**src/rtl/regulator_fault_defs.vh**
```
// Register indices, field positions and timing constants of the fault flags.
`ifndef REGULATOR_FAULT_DEFS_VH
`define REGULATOR_FAULT_DEFS_VH

// Register indices; the byte address is four times the index.
`define IDX_SWRESET 8'h18
`define IDX_TOP 8'h19
`define IDX_RESET_EVENT 8'h1A
`define IDX_STEPDOWN 8'h1B
`define IDX_LINREG 8'h1C
`define IDX_MASK_RESET 8'h20
`define IDX_MASK_STEPDOWN 8'h21
`define IDX_MASK_LINREG 8'h22

// Field positions.
`define BIT_SWRESET 0
`define BIT_RESET_EVENT 0
`define BIT_SUM_STEPDOWN 5
`define BIT_SUM_LINREG 6
`define BIT_PG1 6
`define BIT_SC1 5
`define BIT_IL1 4
`define BIT_PG0 2
`define BIT_SC0 1
`define BIT_IL0 0

// Reset values and writable field masks.
`define FLAGS_DEFAULT 8'h00
`define MASK_DEFAULT 8'h00
`define UNIT_FLAG_BITS 8'h77
`define RESET_FLAG_BITS 8'h01

// Timing.
`define CLK_MHZ 100
`define SHORT_TIME_US 1000
`define SHORT_CNT_W 17
`define STARTUP_CYCLES_DEF 8'h10

`endif

```
**src/rtl/short_persist_filter.v**
```verilog
// Synchronised short-circuit input with a persistence timer.
`timescale 1ns/1ps
module short_persist_filter #(
    parameter CW = 17,
    parameter [CW-1:0] CYCLES = 100000
) (
    // Clock and reset
    input wire hclk,
    input wire hresetn,
    // Short indication pin, high while below threshold
    input wire short_pin,
    // One-cycle pulse once the short has persisted
    output reg expired_r
);
    reg s1_r;
    reg s2_r;
    reg s3_r;
    reg level_r;
    reg done_r;
    reg [CW-1:0] cnt_r;

    always @(posedge hclk or negedge hresetn) begin
        if (!hresetn) begin
            s1_r <= 1'b0;
            s2_r <= 1'b0;
            s3_r <= 1'b0;
            level_r <= 1'b0;
            done_r <= 1'b0;
            cnt_r <= {CW{1'b0}};
            expired_r <= 1'b0;
        end else begin
            s1_r <= short_pin;
            s2_r <= s1_r;
            s3_r <= s2_r;
            if (s2_r == s3_r) begin
                level_r <= s3_r;
            end
            expired_r <= 1'b0;
            if (!level_r) begin
                cnt_r <= {CW{1'b0}};
                done_r <= 1'b0;
            end else if (cnt_r != CYCLES) begin
                cnt_r <= cnt_r + {{(CW-1){1'b0}}, 1'b1};
            end else if (!done_r) begin
                // Still low one sample past the full time: longer than it.
                expired_r <= 1'b1;
                done_r <= 1'b1;
            end
        end
    end
endmodule // short_persist_filter

```
**src/rtl/regulator_fault_flag_latches.v**
```verilog
// Latched regulator fault and reset-event flags behind an AHB-Lite slave.
//
// How it works
// - Supply undervoltage sets reset-event flag.
// - Software reset request sets reset-event flag.
// - Reset event: regulators off, defaults, restart.
// - Reset-event flag held until host writes one.
// - Step-down power-good events latch bits 6, 2.
// - Step-down short over 1 ms latches bits 5, 1.
// - Step-down current limit latches bits 4, 0.
// - Linear power-good events latch bits 6, 2.
// - Linear short over 1 ms latches bits 5, 1.
// - Linear current limit latches bits 4, 0.
// - Flags reset zero, stay, one-clears only that.
// - Summary bits clear when flag register empties.
// - Software reset bit clears itself once started.
//
// Implementation choice: the AHB-Lite slave port.
`timescale 1ns/1ps
`include "regulator_fault_defs.vh"
module regulator_fault_flag_latches #(
    parameter [`SHORT_CNT_W-1:0] SHORT_CYCLES =
        `SHORT_TIME_US * `CLK_MHZ,
    parameter [7:0] STARTUP_CYCLES = `STARTUP_CYCLES_DEF
) (
    // Clock and reset
    input wire hclk,
    input wire hresetn,
    // AHB-Lite slave
    input wire hsel,
    input wire [31:0] haddr,
    input wire [1:0] htrans,
    input wire hwrite,
    input wire [2:0] hsize,
    input wire hready,
    input wire [31:0] hwdata,
    output reg [31:0] hrdata_r,
    output reg hreadyout_r,
    output reg hresp_r,
    // Analog monitor pins, asynchronous
    input wire analog_supply_low,
    input wire [1:0] stepdown_pg_fault,
    input wire [1:0] stepdown_short,
    input wire [1:0] stepdown_curlimit,
    input wire [1:0] linreg_pg_fault,
    input wire [1:0] linreg_short,
    input wire [1:0] linreg_curlimit,
    // Control outputs
    output reg regulators_off_r,
    output reg irq_r
);
    localparam [2:0] ST_RUN = 3'b001;
    localparam [2:0] ST_SHUTDOWN = 3'b010;
    localparam [2:0] ST_STARTUP = 3'b100;

    // Places one unit's pg, short and limit events in the flag layout.
    function [7:0] pack_flags;
        input [1:0] pg;
        input [1:0] sc;
        input [1:0] il;
        begin
            pack_flags = `FLAGS_DEFAULT;
            pack_flags[`BIT_PG1] = pg[1];
            pack_flags[`BIT_SC1] = sc[1];
            pack_flags[`BIT_IL1] = il[1];
            pack_flags[`BIT_PG0] = pg[0];
            pack_flags[`BIT_SC0] = sc[0];
            pack_flags[`BIT_IL0] = il[0];
        end
    endfunction

    // Register index hit for a word-aligned address below 1 KiB.
    function hit;
        input [31:0] addr;
        input [7:0] idx;
        begin
            hit = (addr[31:10] == 22'h00_0000) && (addr[9:2] == idx);
        end
    endfunction

    // Clear pattern of a write-one-to-clear access, real fields only.
    function [7:0] clr_bits;
        input wr;
        input [7:0] data;
        input [7:0] fields;
        begin
            clr_bits = wr ? (data & fields) : `FLAGS_DEFAULT;
        end
    endfunction

    // Sticky update: a one clears its own bit, a new event still wins.
    function [7:0] sticky_nxt;
        input [7:0] cur;
        input [7:0] clr;
        input [7:0] set;
        begin
            sticky_nxt = (cur & ~clr) | set;
        end
    endfunction

    // True while any flag is set that its mask lets through.
    function pending;
        input [7:0] flags;
        input [7:0] mask;
        begin
            pending = |(flags & ~mask);
        end
    endfunction

    // Pin synchronisers: uv, lr_il, lr_pg, sd_il, sd_pg.
    wire [8:0] pins;
    reg [8:0] s1_r;
    reg [8:0] s2_r;
    reg [8:0] s3_r;
    reg [8:0] lvl_r;
    reg [8:0] lvl_d_r;
    assign pins = {analog_supply_low, linreg_curlimit, linreg_pg_fault,
                   stepdown_curlimit, stepdown_pg_fault};

    always @(posedge hclk or negedge hresetn) begin
        if (!hresetn) begin
            s1_r <= 9'h000;
            s2_r <= 9'h000;
            s3_r <= 9'h000;
            lvl_r <= 9'h000;
            lvl_d_r <= 9'h000;
        end else begin
            s1_r <= pins;
            s2_r <= s1_r;
            s3_r <= s2_r;
            // A level moves only once stages two and three agree.
            lvl_r <= (lvl_r & (s2_r ^ s3_r)) | (s3_r & ~(s2_r ^ s3_r));
            lvl_d_r <= lvl_r;
        end
    end

    wire uv_low = lvl_r[8];
    wire [1:0] sd_pg_ev = lvl_r[1:0] & ~lvl_d_r[1:0];
    wire [1:0] sd_il = lvl_r[3:2];
    wire [1:0] lr_pg_ev = lvl_r[5:4] & ~lvl_d_r[5:4];
    wire [1:0] lr_il = lvl_r[7:6];

    wire [3:0] sc_ev;
    wire [3:0] sc_pins = {linreg_short, stepdown_short};
    genvar gi;
    generate
        for (gi = 0; gi < 4; gi = gi + 1) begin : g_short
            short_persist_filter #(
                .CW(`SHORT_CNT_W),
                .CYCLES(SHORT_CYCLES)
            ) u_short (
                .hclk(hclk),
                .hresetn(hresetn),
                .short_pin(sc_pins[gi]),
                .expired_r(sc_ev[gi])
            );
        end
    endgenerate

    // Bus slave: one wait state, action taken in the first data cycle.
    reg pend_r;
    reg pend_wr_r;
    reg [31:0] pend_addr_r;
    wire accept = hsel && htrans[1] && hready;
    wire act_wr = pend_r && pend_wr_r;
    wire act_rd = pend_r && !pend_wr_r;

    reg [7:0] rst_flags_r;
    reg [7:0] sd_flags_r;
    reg [7:0] lr_flags_r;
    reg [7:0] mask_rst_r;
    reg [7:0] mask_sd_r;
    reg [7:0] mask_lr_r;
    reg swreset_r;
    reg [2:0] state_r;
    reg [7:0] start_cnt_r;

    wire wr_swreset = act_wr && hit(pend_addr_r, `IDX_SWRESET);
    wire wr_rst = act_wr && hit(pend_addr_r, `IDX_RESET_EVENT);
    wire wr_sd = act_wr && hit(pend_addr_r, `IDX_STEPDOWN);
    wire wr_lr = act_wr && hit(pend_addr_r, `IDX_LINREG);
    wire wr_mrst = act_wr && hit(pend_addr_r, `IDX_MASK_RESET);
    wire wr_msd = act_wr && hit(pend_addr_r, `IDX_MASK_STEPDOWN);
    wire wr_mlr = act_wr && hit(pend_addr_r, `IDX_MASK_LINREG);

    wire reset_event = uv_low || swreset_r;
    wire in_seq = (state_r != ST_RUN);
    wire wipe = (state_r == ST_SHUTDOWN) ||
                (state_r == ST_RUN && reset_event);

    wire [7:0] sd_set = pack_flags(sd_pg_ev, sc_ev[1:0], sd_il);
    wire [7:0] lr_set = pack_flags(lr_pg_ev, sc_ev[3:2], lr_il);
    wire [7:0] rst_set = {7'h00, reset_event};

    // A one clears only its own bit, zeros do nothing, set wins.
    wire [7:0] rst_clr = clr_bits(wr_rst, hwdata[7:0], `RESET_FLAG_BITS);
    wire [7:0] sd_clr = clr_bits(wr_sd, hwdata[7:0], `UNIT_FLAG_BITS);
    wire [7:0] lr_clr = clr_bits(wr_lr, hwdata[7:0], `UNIT_FLAG_BITS);
    wire [7:0] rst_flags_nxt =
        sticky_nxt(rst_flags_r, rst_clr, rst_set);
    wire [7:0] sd_flags_nxt =
        sticky_nxt(sd_flags_r, sd_clr, sd_set);
    wire [7:0] lr_flags_nxt =
        sticky_nxt(lr_flags_r, lr_clr, lr_set);

    // Summary bits follow the flag registers, so they drop with them.
    wire sum_sd = |sd_flags_r;
    wire sum_lr = |lr_flags_r;

    reg [7:0] rd_byte;
    always @* begin
        rd_byte = 8'h00;
        if (hit(pend_addr_r, `IDX_SWRESET)) begin
            rd_byte[`BIT_SWRESET] = swreset_r;
        end else if (hit(pend_addr_r, `IDX_TOP)) begin
            rd_byte[`BIT_SUM_STEPDOWN] = sum_sd;
            rd_byte[`BIT_SUM_LINREG] = sum_lr;
        end else if (hit(pend_addr_r, `IDX_RESET_EVENT)) begin
            rd_byte = rst_flags_r;
        end else if (hit(pend_addr_r, `IDX_STEPDOWN)) begin
            rd_byte = sd_flags_r;
        end else if (hit(pend_addr_r, `IDX_LINREG)) begin
            rd_byte = lr_flags_r;
        end else if (hit(pend_addr_r, `IDX_MASK_RESET)) begin
            rd_byte = mask_rst_r;
        end else if (hit(pend_addr_r, `IDX_MASK_STEPDOWN)) begin
            rd_byte = mask_sd_r;
        end else if (hit(pend_addr_r, `IDX_MASK_LINREG)) begin
            rd_byte = mask_lr_r;
        end
    end

    always @(posedge hclk or negedge hresetn) begin
        if (!hresetn) begin
            pend_r <= 1'b0;
            pend_wr_r <= 1'b0;
            pend_addr_r <= 32'h0000_0000;
            hreadyout_r <= 1'b1;
            hrdata_r <= 32'h0000_0000;
            hresp_r <= 1'b0;
        end else begin
            hresp_r <= 1'b0;
            if (pend_r) begin
                pend_r <= 1'b0;
                hreadyout_r <= 1'b1;
                // Read data then stands until the next read completes.
                if (act_rd) begin
                    hrdata_r <= {24'h00_0000, rd_byte};
                end
            end else if (accept) begin
                pend_r <= 1'b1;
                pend_wr_r <= hwrite;
                pend_addr_r <= haddr;
                hreadyout_r <= 1'b0;
            end
        end
    end

    // Reset-event sequencer.
    always @(posedge hclk or negedge hresetn) begin
        if (!hresetn) begin
            state_r <= ST_RUN;
            start_cnt_r <= 8'h00;
            swreset_r <= 1'b0;
            regulators_off_r <= 1'b0;
        end else begin
            case (state_r)
                ST_RUN: begin
                    if (reset_event) begin
                        state_r <= ST_SHUTDOWN;
                        swreset_r <= 1'b0;
                        regulators_off_r <= 1'b1;
                    end else if (wr_swreset && hwdata[`BIT_SWRESET]) begin
                        swreset_r <= 1'b1;
                    end
                end
                ST_SHUTDOWN: begin
                    // Held here while the supply stays low.
                    swreset_r <= 1'b0;
                    if (!uv_low) begin
                        state_r <= ST_STARTUP;
                        start_cnt_r <= STARTUP_CYCLES;
                    end
                end
                ST_STARTUP: begin
                    // A new undervoltage restarts the whole sequence.
                    if (uv_low) begin
                        state_r <= ST_SHUTDOWN;
                    end else if (start_cnt_r == 8'h00) begin
                        state_r <= ST_RUN;
                        regulators_off_r <= 1'b0;
                    end else begin
                        start_cnt_r <= start_cnt_r - 8'h01;
                    end
                end
                default: begin
                    state_r <= ST_RUN;
                end
            endcase
        end
    end

    // Flag and mask storage.
    always @(posedge hclk or negedge hresetn) begin
        if (!hresetn) begin
            rst_flags_r <= `FLAGS_DEFAULT;
            sd_flags_r <= `FLAGS_DEFAULT;
            lr_flags_r <= `FLAGS_DEFAULT;
            mask_rst_r <= `MASK_DEFAULT;
            mask_sd_r <= `MASK_DEFAULT;
            mask_lr_r <= `MASK_DEFAULT;
        end else begin
            rst_flags_r <= rst_flags_nxt;
            if (wipe) begin
                // Every other register returns to its default.
                sd_flags_r <= `FLAGS_DEFAULT;
                lr_flags_r <= `FLAGS_DEFAULT;
                mask_rst_r <= `MASK_DEFAULT;
                mask_sd_r <= `MASK_DEFAULT;
                mask_lr_r <= `MASK_DEFAULT;
            end else begin
                sd_flags_r <= sd_flags_nxt;
                lr_flags_r <= lr_flags_nxt;
                if (wr_mrst) begin
                    mask_rst_r <= hwdata[7:0] & `RESET_FLAG_BITS;
                end
                if (wr_msd) begin
                    mask_sd_r <= hwdata[7:0] & `UNIT_FLAG_BITS;
                end
                if (wr_mlr) begin
                    mask_lr_r <= hwdata[7:0] & `UNIT_FLAG_BITS;
                end
            end
        end
    end

    // Interrupt line, one cycle behind the flags and masks.
    always @(posedge hclk or negedge hresetn) begin
        if (!hresetn) begin
            irq_r <= 1'b0;
        end else begin
            irq_r <= pending(rst_flags_r, mask_rst_r) |
                     pending(sd_flags_r, mask_sd_r) |
                     pending(lr_flags_r, mask_lr_r);
        end
    end
    wire unused_ok = &{1'b0, hsize, in_seq};
endmodule // regulator_fault_flag_latches

```
**config.mk**
```make
export PLATFORM = sky130hd
export DESIGN_NAME = regulator_fault_flag_latches
export DESIGN_NICKNAME = d
export VERILOG_FILES = /design/src/rtl/short_persist_filter.v /design/src/rtl/regulator_fault_flag_latches.v
export VERILOG_INCLUDE_DIRS = /design/src /design/src/rtl
export SDC_FILE = /design/constraint.sdc
export NUM_CORES = 1
export LEC_CHECK = 0
export BUFFER_PORTS_ARGS = -buffer_cell sky130_fd_sc_hd__buf_2
export CORE_ASPECT_RATIO = 1.4
export CORE_MARGIN = 2
export CORE_UTILIZATION = 45
export DETAILED_ROUTE_END_ITERATION = 7
export GPL_TIMING_DRIVEN = 0
export PLACE_DENSITY = 0.65
export SYNTH_ARGS = -nofsm -noshare
export SYNTH_HDL_FRONTEND = slang
export SYNTH_SLANG_ARGS = --single-unit
export TNS_END_PERCENT = 30
```
**constraint.sdc**
```tcl
create_clock -name hclk -period 4.3 [get_ports hclk]
set_clock_uncertainty 0.2 [all_clocks]
set_input_delay 0.215 -clock hclk [delete_from_list [all_inputs] [get_ports hclk]]
set_output_delay 0.215 -clock hclk [all_outputs]
set_load 0.01 [all_outputs]
```
-- Word level (Yosys, flattened, before mapping)
Index checks and enable logic that the tools add are counted.
- memory bits (writable): 0
- output and inout port bits: 36
- latch bits: 0
- word-level logic and storage cells: 229
- memories: 0
- memory bits (read-only): 0
- register bits after elaboration: 239
- input port bits: 87
- $add $sub $neg: 5
- bitwise logic cells: 27
- divide/modulo/power cells: 0
- $mul: 0
- shift operators: 0
- $lt $le $gt $ge: 0
- reductions and logical operators: 44
- mux-type cells: 70
- equality and inequality tests: 34
- operators with widths (kind ; number):
    $mux W17 ; 8
    $mux W8 ; 17
    $add A17 B1 Y17 const B ; 4
    $ne A17 B17 Y1 const B ; 4
    $and A8 B8 Y8 ; 6
    $eq A8 B5 Y1 const B ; 5
    $reduce_or A8 Y1 ; 5
    $mux W1 ; 32
    $ne A2 B2 Y1 const B ; 13
    $eq A8 B6 Y1 const B ; 3
    $not A8 Y8 ; 3
    $logic_not A22 Y1 ; 1
    $logic_and A1 B1 Y1 ; 21
    $mux W7 ; 3
    $and A9 B9 Y9 ; 2
    $not A7 Y8 ; 2
    $or A8 B7 Y8 ; 2
    $pmux W8 S2 ; 1
    $reduce_bool A2 Y1 ; 7
    $mux W3 ; 4
    $not A9 Y9 ; 1
    $or A9 B9 Y9 ; 1
    $pmux W3 S3 ; 1
    $xor A9 B9 Y9 ; 1
    other kinds (22) ; 33

-- Depth between registers and ports, before layout
- word-level depth: 10
- mapped depth: 7
- depth with buffers taken out: 7

-- By module
Synthesis repeated with hierarchy kept, for this count alone.
- cell total of the unflattened synthesis: 934
- area total of the unflattened synthesis: 9819.4 um^2
- by module, submodules not included (module ; seq. area each (um^2) ; area an instance (um^2) ; cells an instance ; instances):
    regulator_fault_flag_latches ; 3005.4 ; 5242.5 ; 511 ; 1
    short_persist_filter at g_short[0].u_short ... ; 575.6 ; 1151.1 ; 106 ; 3
    short_persist_filter at g_short[3].u_short ; 575.6 ; 1123.6 ; 105 ; 1

-- Worst setup path before layout
OpenSTA, ideal clock, no wires.
- kind: flip-flop to flip-flop
- from: register pend_addr_r[4]
- to: register mask_lr_r[2]
- setup time: 0.133 ns
- path slack: 2.270 ns
- period minus slack after synthesis: 2.030 ns
- data required time: 3.967 ns
- cell stages (with the launch flop): 6
- path buffers: 0
- arrival: 1.698 ns
- cell sequence: dfrtp_1 > nor4b_4 > nor3b_4 > nor4b_4 > mux2i_1 > nor2_2
- word-level cells in the longest chain between the ends: 4
- RTL lines (what ; RTL line ; source):
    start: declaration ; regulator_fault_flag_latches.v:163 ; reg [31:0] pend_addr_r;
    start signal: assignment ; regulator_fault_flag_latches.v:253 ; pend_addr_r <= haddr;
    $eq A8 B6 Y1 ; regulator_fault_flag_latches.v:77 ; hit = (addr[31:10] == 22'h00_0000) && (addr[9:2] == idx);
    $logic_and A1 B1 Y1 ; regulator_fault_flag_latches.v:77 ;
    $logic_and A1 B1 Y1 ; regulator_fault_flag_latches.v:184 ; wire wr_mlr = act_wr && hit(pend_addr_r, `IDX_MASK_LINREG);
    $reduce_bool A2 Y1 (no source line) ; n/a ;
    end signal: assignment ; regulator_fault_flag_latches.v:311 ; mask_lr_r <= `MASK_DEFAULT;
    end signal: assignment ; regulator_fault_flag_latches.v:320 ; mask_lr_r <= `MASK_DEFAULT;
    end signal: assignment ; regulator_fault_flag_latches.v:331 ; mask_lr_r <= hwdata[7:0] & `UNIT_FLAG_BITS;
    end: declaration ; regulator_fault_flag_latches.v:173 ; reg [7:0] mask_lr_r;
Every way passes these cells.
A chain may end at the register's enable or synchronous reset.

-- Worst setup path after layout
- from: register pend_addr_r[3]
- to: register lr_flags_r[5]
- word-level cells in the longest chain between the ends: 8
- RTL lines (what ; RTL line ; source):
    $eq A8 B5 Y1 ; regulator_fault_flag_latches.v:77 ;
    $logic_and A1 B1 Y1 ; regulator_fault_flag_latches.v:77 ;
    $logic_and A1 B1 Y1 ; regulator_fault_flag_latches.v:181 ; wire wr_lr = act_wr && hit(pend_addr_r, `IDX_LINREG);
    $mux W7 (no source line) ; n/a ;
    $not A7 Y8 ; regulator_fault_flag_latches.v:97 ; sticky_nxt = (cur & ~clr) | set;
    $and A8 B8 Y8 ; regulator_fault_flag_latches.v:97 ;
    $or A8 B7 Y8 ; regulator_fault_flag_latches.v:97 ;
    $mux W8 ; regulator_fault_flag_latches.v:314 ; if (wipe) begin
    end signal: assignment ; regulator_fault_flag_latches.v:308 ; lr_flags_r <= `FLAGS_DEFAULT;
    end signal: assignment ; regulator_fault_flag_latches.v:317 ; lr_flags_r <= `FLAGS_DEFAULT;
    end signal: assignment ; regulator_fault_flag_latches.v:323 ; lr_flags_r <= lr_flags_nxt;
    end: declaration ; regulator_fault_flag_latches.v:170 ; reg [7:0] lr_flags_r;
Every way passes these cells.

==> flow_summary.toml <==
[worst_setup_path]
critical_path_cell_by_cell = "buf_2, nor2_1, nor4b_2, nor2b_1, a31oi_1"
crit_slowest_cell = "sky130_fd_sc_hd__nor4b_2"
critPathLaunch = "pend_addr_r[3]"
r2r_start = "pend_addr_r[3]"
cp_data_required_time_ns = 4.46
largest_fanout_of_any_net_on_the_critical_path = 10
cp-end-kind = "register"
worst_path_largest_cell_delay_ns = 0.70
ff2ff_setup_slack_ns = 1.71
cp-start-kind = "register"
critPathArrivalTime_ns = 2.75
timing_worst_setup_path_type = "reg2reg"

[clock_network]
postCtsSetupRepairBufs = 0
clk_transition_reported_paths_ns = 0.06
cts_htree_levels = 1
cts-root-to-sink-buffers = 3
ctsResizeCount = 0
tritoncts = "yes"
clock_sinks = 212
clk_root_buffer_cell = "sky130_fd_sc_hd__clkbuf_16"
worstSkewPairLatency_ns = 0.50
cts_made_buffers = 22
cts.hold.buffers_added = 51

[final_layout]
insertedDiodeCount = 0
fillerInstances = 1754
area.growth.synth_to_final_pct = 22.2
finish.net_count = 1151
design_area_um2 = 11600
post_route_cells_drive_above_1_share_pct = 15.0
post_layout_nonfiller_instances = 1325
postLayoutCoreUtil_pct = 56.3

[outcome]
run_status = "finished, final reports clean"

[global_routing]
global_route_wire_length_before_repair_mm = 32.6
grt.total_usage_pct = 17.4
number_of_global_route_vias_before_repair = 6833
antenna_found_initial = 0
grt_overflow = 0
grt_start_max_net_pins = 81

[sta]
report.final.slew_viol_count = 0
unrepaired_setup_endpoints_after_global_routing = "no"
min_period_over_period_pct = 60.2
final.setup.tns_ns = 0
post-route-min-period_ns = 2.59
timing.final.hold_violations = 0
slew_headroom_pct = 17.3
final_critical_path_setup_slack_ns = 1.71
fmaxAchievable_ghz = 0.386
finalSetupViolations = 0
holdWs_ns = 0.0329
tightestPinTransition_ns = 1.23

[place]
placer_congestion_estimate = 0.920
placement.cell_area_um2 = 10300
place.port_buffers = 65
hpwl_reported_at_the_end_of_detailed_placement_mm = 12.7
placed_cells_incl_taps = 1235
post-place-ws_ns = 1.74

[detailed_routing]
remaining_antenna_violation_count_after_routing = 0
vias = 6749
wirelength_mm = 19.0
detail_route.drc_violations = 0
wl_per_cell_um = 14.4
drt_first_pass_iters = 5
via_per_inst = 5.09
drt_first_iter_violations = 445

[floorplan]
start_util_pct = 46.1
io_pins = 123
core_region_area_um2 = 20600
fp.dieArea_um2 = 22300
core.rowCount = 62
die_width_um = 127
dieHeight_um = 176

[min_path]
holdCritPathClass = "in2async"

[power_and_ir_drop]
power_density_nw_per_um2 = 437
power_switching_share_pct = 26.0
report.power.total_mw = 5.08
share_clk_of_total_power_pct = 40.5
power.combinational.fraction_pct = 13.4
static_leak_nw = 5.31
sequentialPowerShare_pct = 46.0
p_switching_mw = 1.32
internal-power_mw = 3.76
irDropWorstVdd_mv = 0.240

[logic_synthesis]
postSynthAreaPerCell_um2 = 10.7
syn_inst = 888
mappedNetlistArea_um2 = 9510
synthArstFlopShare_pct = 100
synthesis_warning_total = 0
synth_seq_cells = 212
synth_edf_count = 0
synth_sequential_area_ratio_pct = 55.8
yosys_most_used_dff = "sky130_fd_sc_hd__dfrtp_1"
netlist-cell-type-count = 66

[job]
maxCapViolCount = 0
-- metal layers --
layer	share of wire, %	wire [um]	GRT usage, %
met1	44	8420	22.3
met2	49	9330	30.1
met3	4.2	804	2.73
met4	2.5	474	6.14
met5	0	0	0
-- cell type report --
class | instances | area, um^2 | share of cell area (%)
Buffer | 48 | 290 | 2.50
Clock buffer | 29 | 648 | 5.58
Multi-Input combinational cell | 612 | 3860 | 33.2
Sequential cell | 212 | 5310 | 45.7
Tap cell | 256 | 320 | 2.76
Timing Repair Buffer | 118 | 901 | 7.75
Inverter | 40 | 150 | 1.29
Clock inverter | 10 | 150 | 1.29
-- flip-flops by register name (all words and copies together) (netlist names), 3 cells and up --
register / flops
g_short.u_short.cnt_r: 68
g_short.u_short.done_r: 4
g_short.u_short.expired_r: 4
g_short.u_short.level_r: 4
g_short.u_short.s1_r: 4
g_short.u_short.s2_r: 4
g_short.u_short.s3_r: 4
hrdata_r: 7
lr_flags_r: 6
lvl_d_r: 4
lvl_r: 9
mask_lr_r: 6
mask_sd_r: 6
pend_addr_r: 30
s1_r: 9
s2_r: 9
s3_r: 9
sd_flags_r: 6
start_cnt_r: 8
state_r: 3
-- critical path: cells and delay by family (launching register included) --
family	cells	cell delay, ns
simple gates	3	1.53
flops	1	0.37
buf+inv	1	0.18
compound gates	1	0.16
-- layout by cell type (no fill, tap or decap), types with 17 or more instances in the layout --
cell type and count:
sky130_fd_sc_hd__dfrtp_1 210, sky130_fd_sc_hd__nand2_1 129, sky130_fd_sc_hd__buf_2 65, sky130_fd_sc_hd__dlygate4sd3_1 51, sky130_fd_sc_hd__and2_1 47, sky130_fd_sc_hd__xnor2_1 43
sky130_fd_sc_hd__inv_1 39, sky130_fd_sc_hd__nor2_1 36, sky130_fd_sc_hd__nand3_1 30, sky130_fd_sc_hd__buf_4 27, sky130_fd_sc_hd__conb_1 25, sky130_fd_sc_hd__o21ai_0 24
sky130_fd_sc_hd__clkbuf_16 23, sky130_fd_sc_hd__nor2b_1 22, sky130_fd_sc_hd__clkbuf_1 20, sky130_fd_sc_hd__nand4_1 17
-- synthesized netlist by cell type, types with 3 or more instances --
| library cell | n | area share, % |
|---|---|---|
| sky130_fd_sc_hd__dfrtp_1 | 210 | 55 |
| sky130_fd_sc_hd__nand2_1 | 129 | 5.1 |
| sky130_fd_sc_hd__and2_1 | 47 | 3.1 |
| sky130_fd_sc_hd__xnor2_1 | 43 | 4.0 |
| sky130_fd_sc_hd__inv_1 | 39 | 1.5 |
| sky130_fd_sc_hd__nor2_1 | 36 | 1.4 |
| sky130_fd_sc_hd__nand3_1 | 30 | 1.6 |
| sky130_fd_sc_hd__buf_4 | 27 | 2.1 |
| sky130_fd_sc_hd__o21ai_0 | 24 | 1.3 |
| sky130_fd_sc_hd__nor2b_1 | 22 | 1.4 |
| sky130_fd_sc_hd__clkbuf_1 | 19 | 0.75 |
| sky130_fd_sc_hd__nand4_1 | 17 | 1.1 |
| sky130_fd_sc_hd__nor4_1 | 16 | 1.1 |
| sky130_fd_sc_hd__xor2_1 | 16 | 1.5 |
| sky130_fd_sc_hd__mux2i_1 | 15 | 1.6 |
| sky130_fd_sc_hd__a21boi_0 | 14 | 1.1 |
| sky130_fd_sc_hd__a21oi_1 | 13 | 0.68 |
| sky130_fd_sc_hd__maj3_1 | 13 | 1.4 |
| sky130_fd_sc_hd__and3_1 | 12 | 0.79 |
| sky130_fd_sc_hd__or3_1 | 12 | 0.79 |
| sky130_fd_sc_hd__a31oi_1 | 10 | 0.66 |
| sky130_fd_sc_hd__ha_1 | 10 | 1.3 |
| sky130_fd_sc_hd__nor3_1 | 10 | 0.53 |
| sky130_fd_sc_hd__nand2b_1 | 9 | 0.59 |
| sky130_fd_sc_hd__and4_1 | 7 | 0.64 |
| sky130_fd_sc_hd__nor3b_1 | 6 | 0.47 |
| sky130_fd_sc_hd__o22ai_1 | 6 | 0.39 |
| sky130_fd_sc_hd__o21a_1 | 5 | 0.39 |
| sky130_fd_sc_hd__a221oi_1 | 4 | 0.37 |
| sky130_fd_sc_hd__a22o_1 | 4 | 0.37 |
| sky130_fd_sc_hd__a31o_2 | 4 | 0.37 |
| sky130_fd_sc_hd__nor2_2 | 4 | 0.26 |
| sky130_fd_sc_hd__nor4b_1 | 4 | 0.37 |
| sky130_fd_sc_hd__nor4bb_1 | 4 | 0.42 |
| sky130_fd_sc_hd__o2111ai_1 | 4 | 0.37 |
| sky130_fd_sc_hd__and4b_1 | 3 | 0.32 |
| sky130_fd_sc_hd__o21ai_1 | 3 | 0.16 |
-- kinds of logic after synthesis --
| group | after synthesis | share of synthesized area (%) |
|---|---|---|
| compound gates | 101 | 7.25 |
| xor+xnor | 59 | 5.43 |
| fa+ha+maj | 23 | 2.68 |
| buf+inv | 88 | 4.63 |
| flops | 212 | 55.8 |
| mux | 15 | 1.58 |
| other cells | 1 | 0.0394 |
| simple gates | 389 | 22.6 |
-- final timing paths --
kind | end | depth (start not counted)
worst max-delay path | lr_flags_r[5] | 5
worst min-delay path | start_cnt_r[4] | 2
worst max register to register | lr_flags_r[5] | 5
worst min register to register | s2_r[8] | 0
max in group asynchronous | g_short[1].u_short.cnt_r[9] | 4
min in group hclk | pend_addr_r[3] | 4
-- power by group through the flow --
stage          Combinational, mW  Clock (mW)  Sequential (mW)
2_1_floorplan              0.460           0             2.32
3_3_place_gp               0.628           0             2.37
3_5_place_dp               0.649           0             2.37
4_1_cts                    0.690        2.12             2.34
5_1_grt                    0.772        2.21             2.37
6_report                   0.682        2.06             2.34
(Power assumes the default switching activity.)
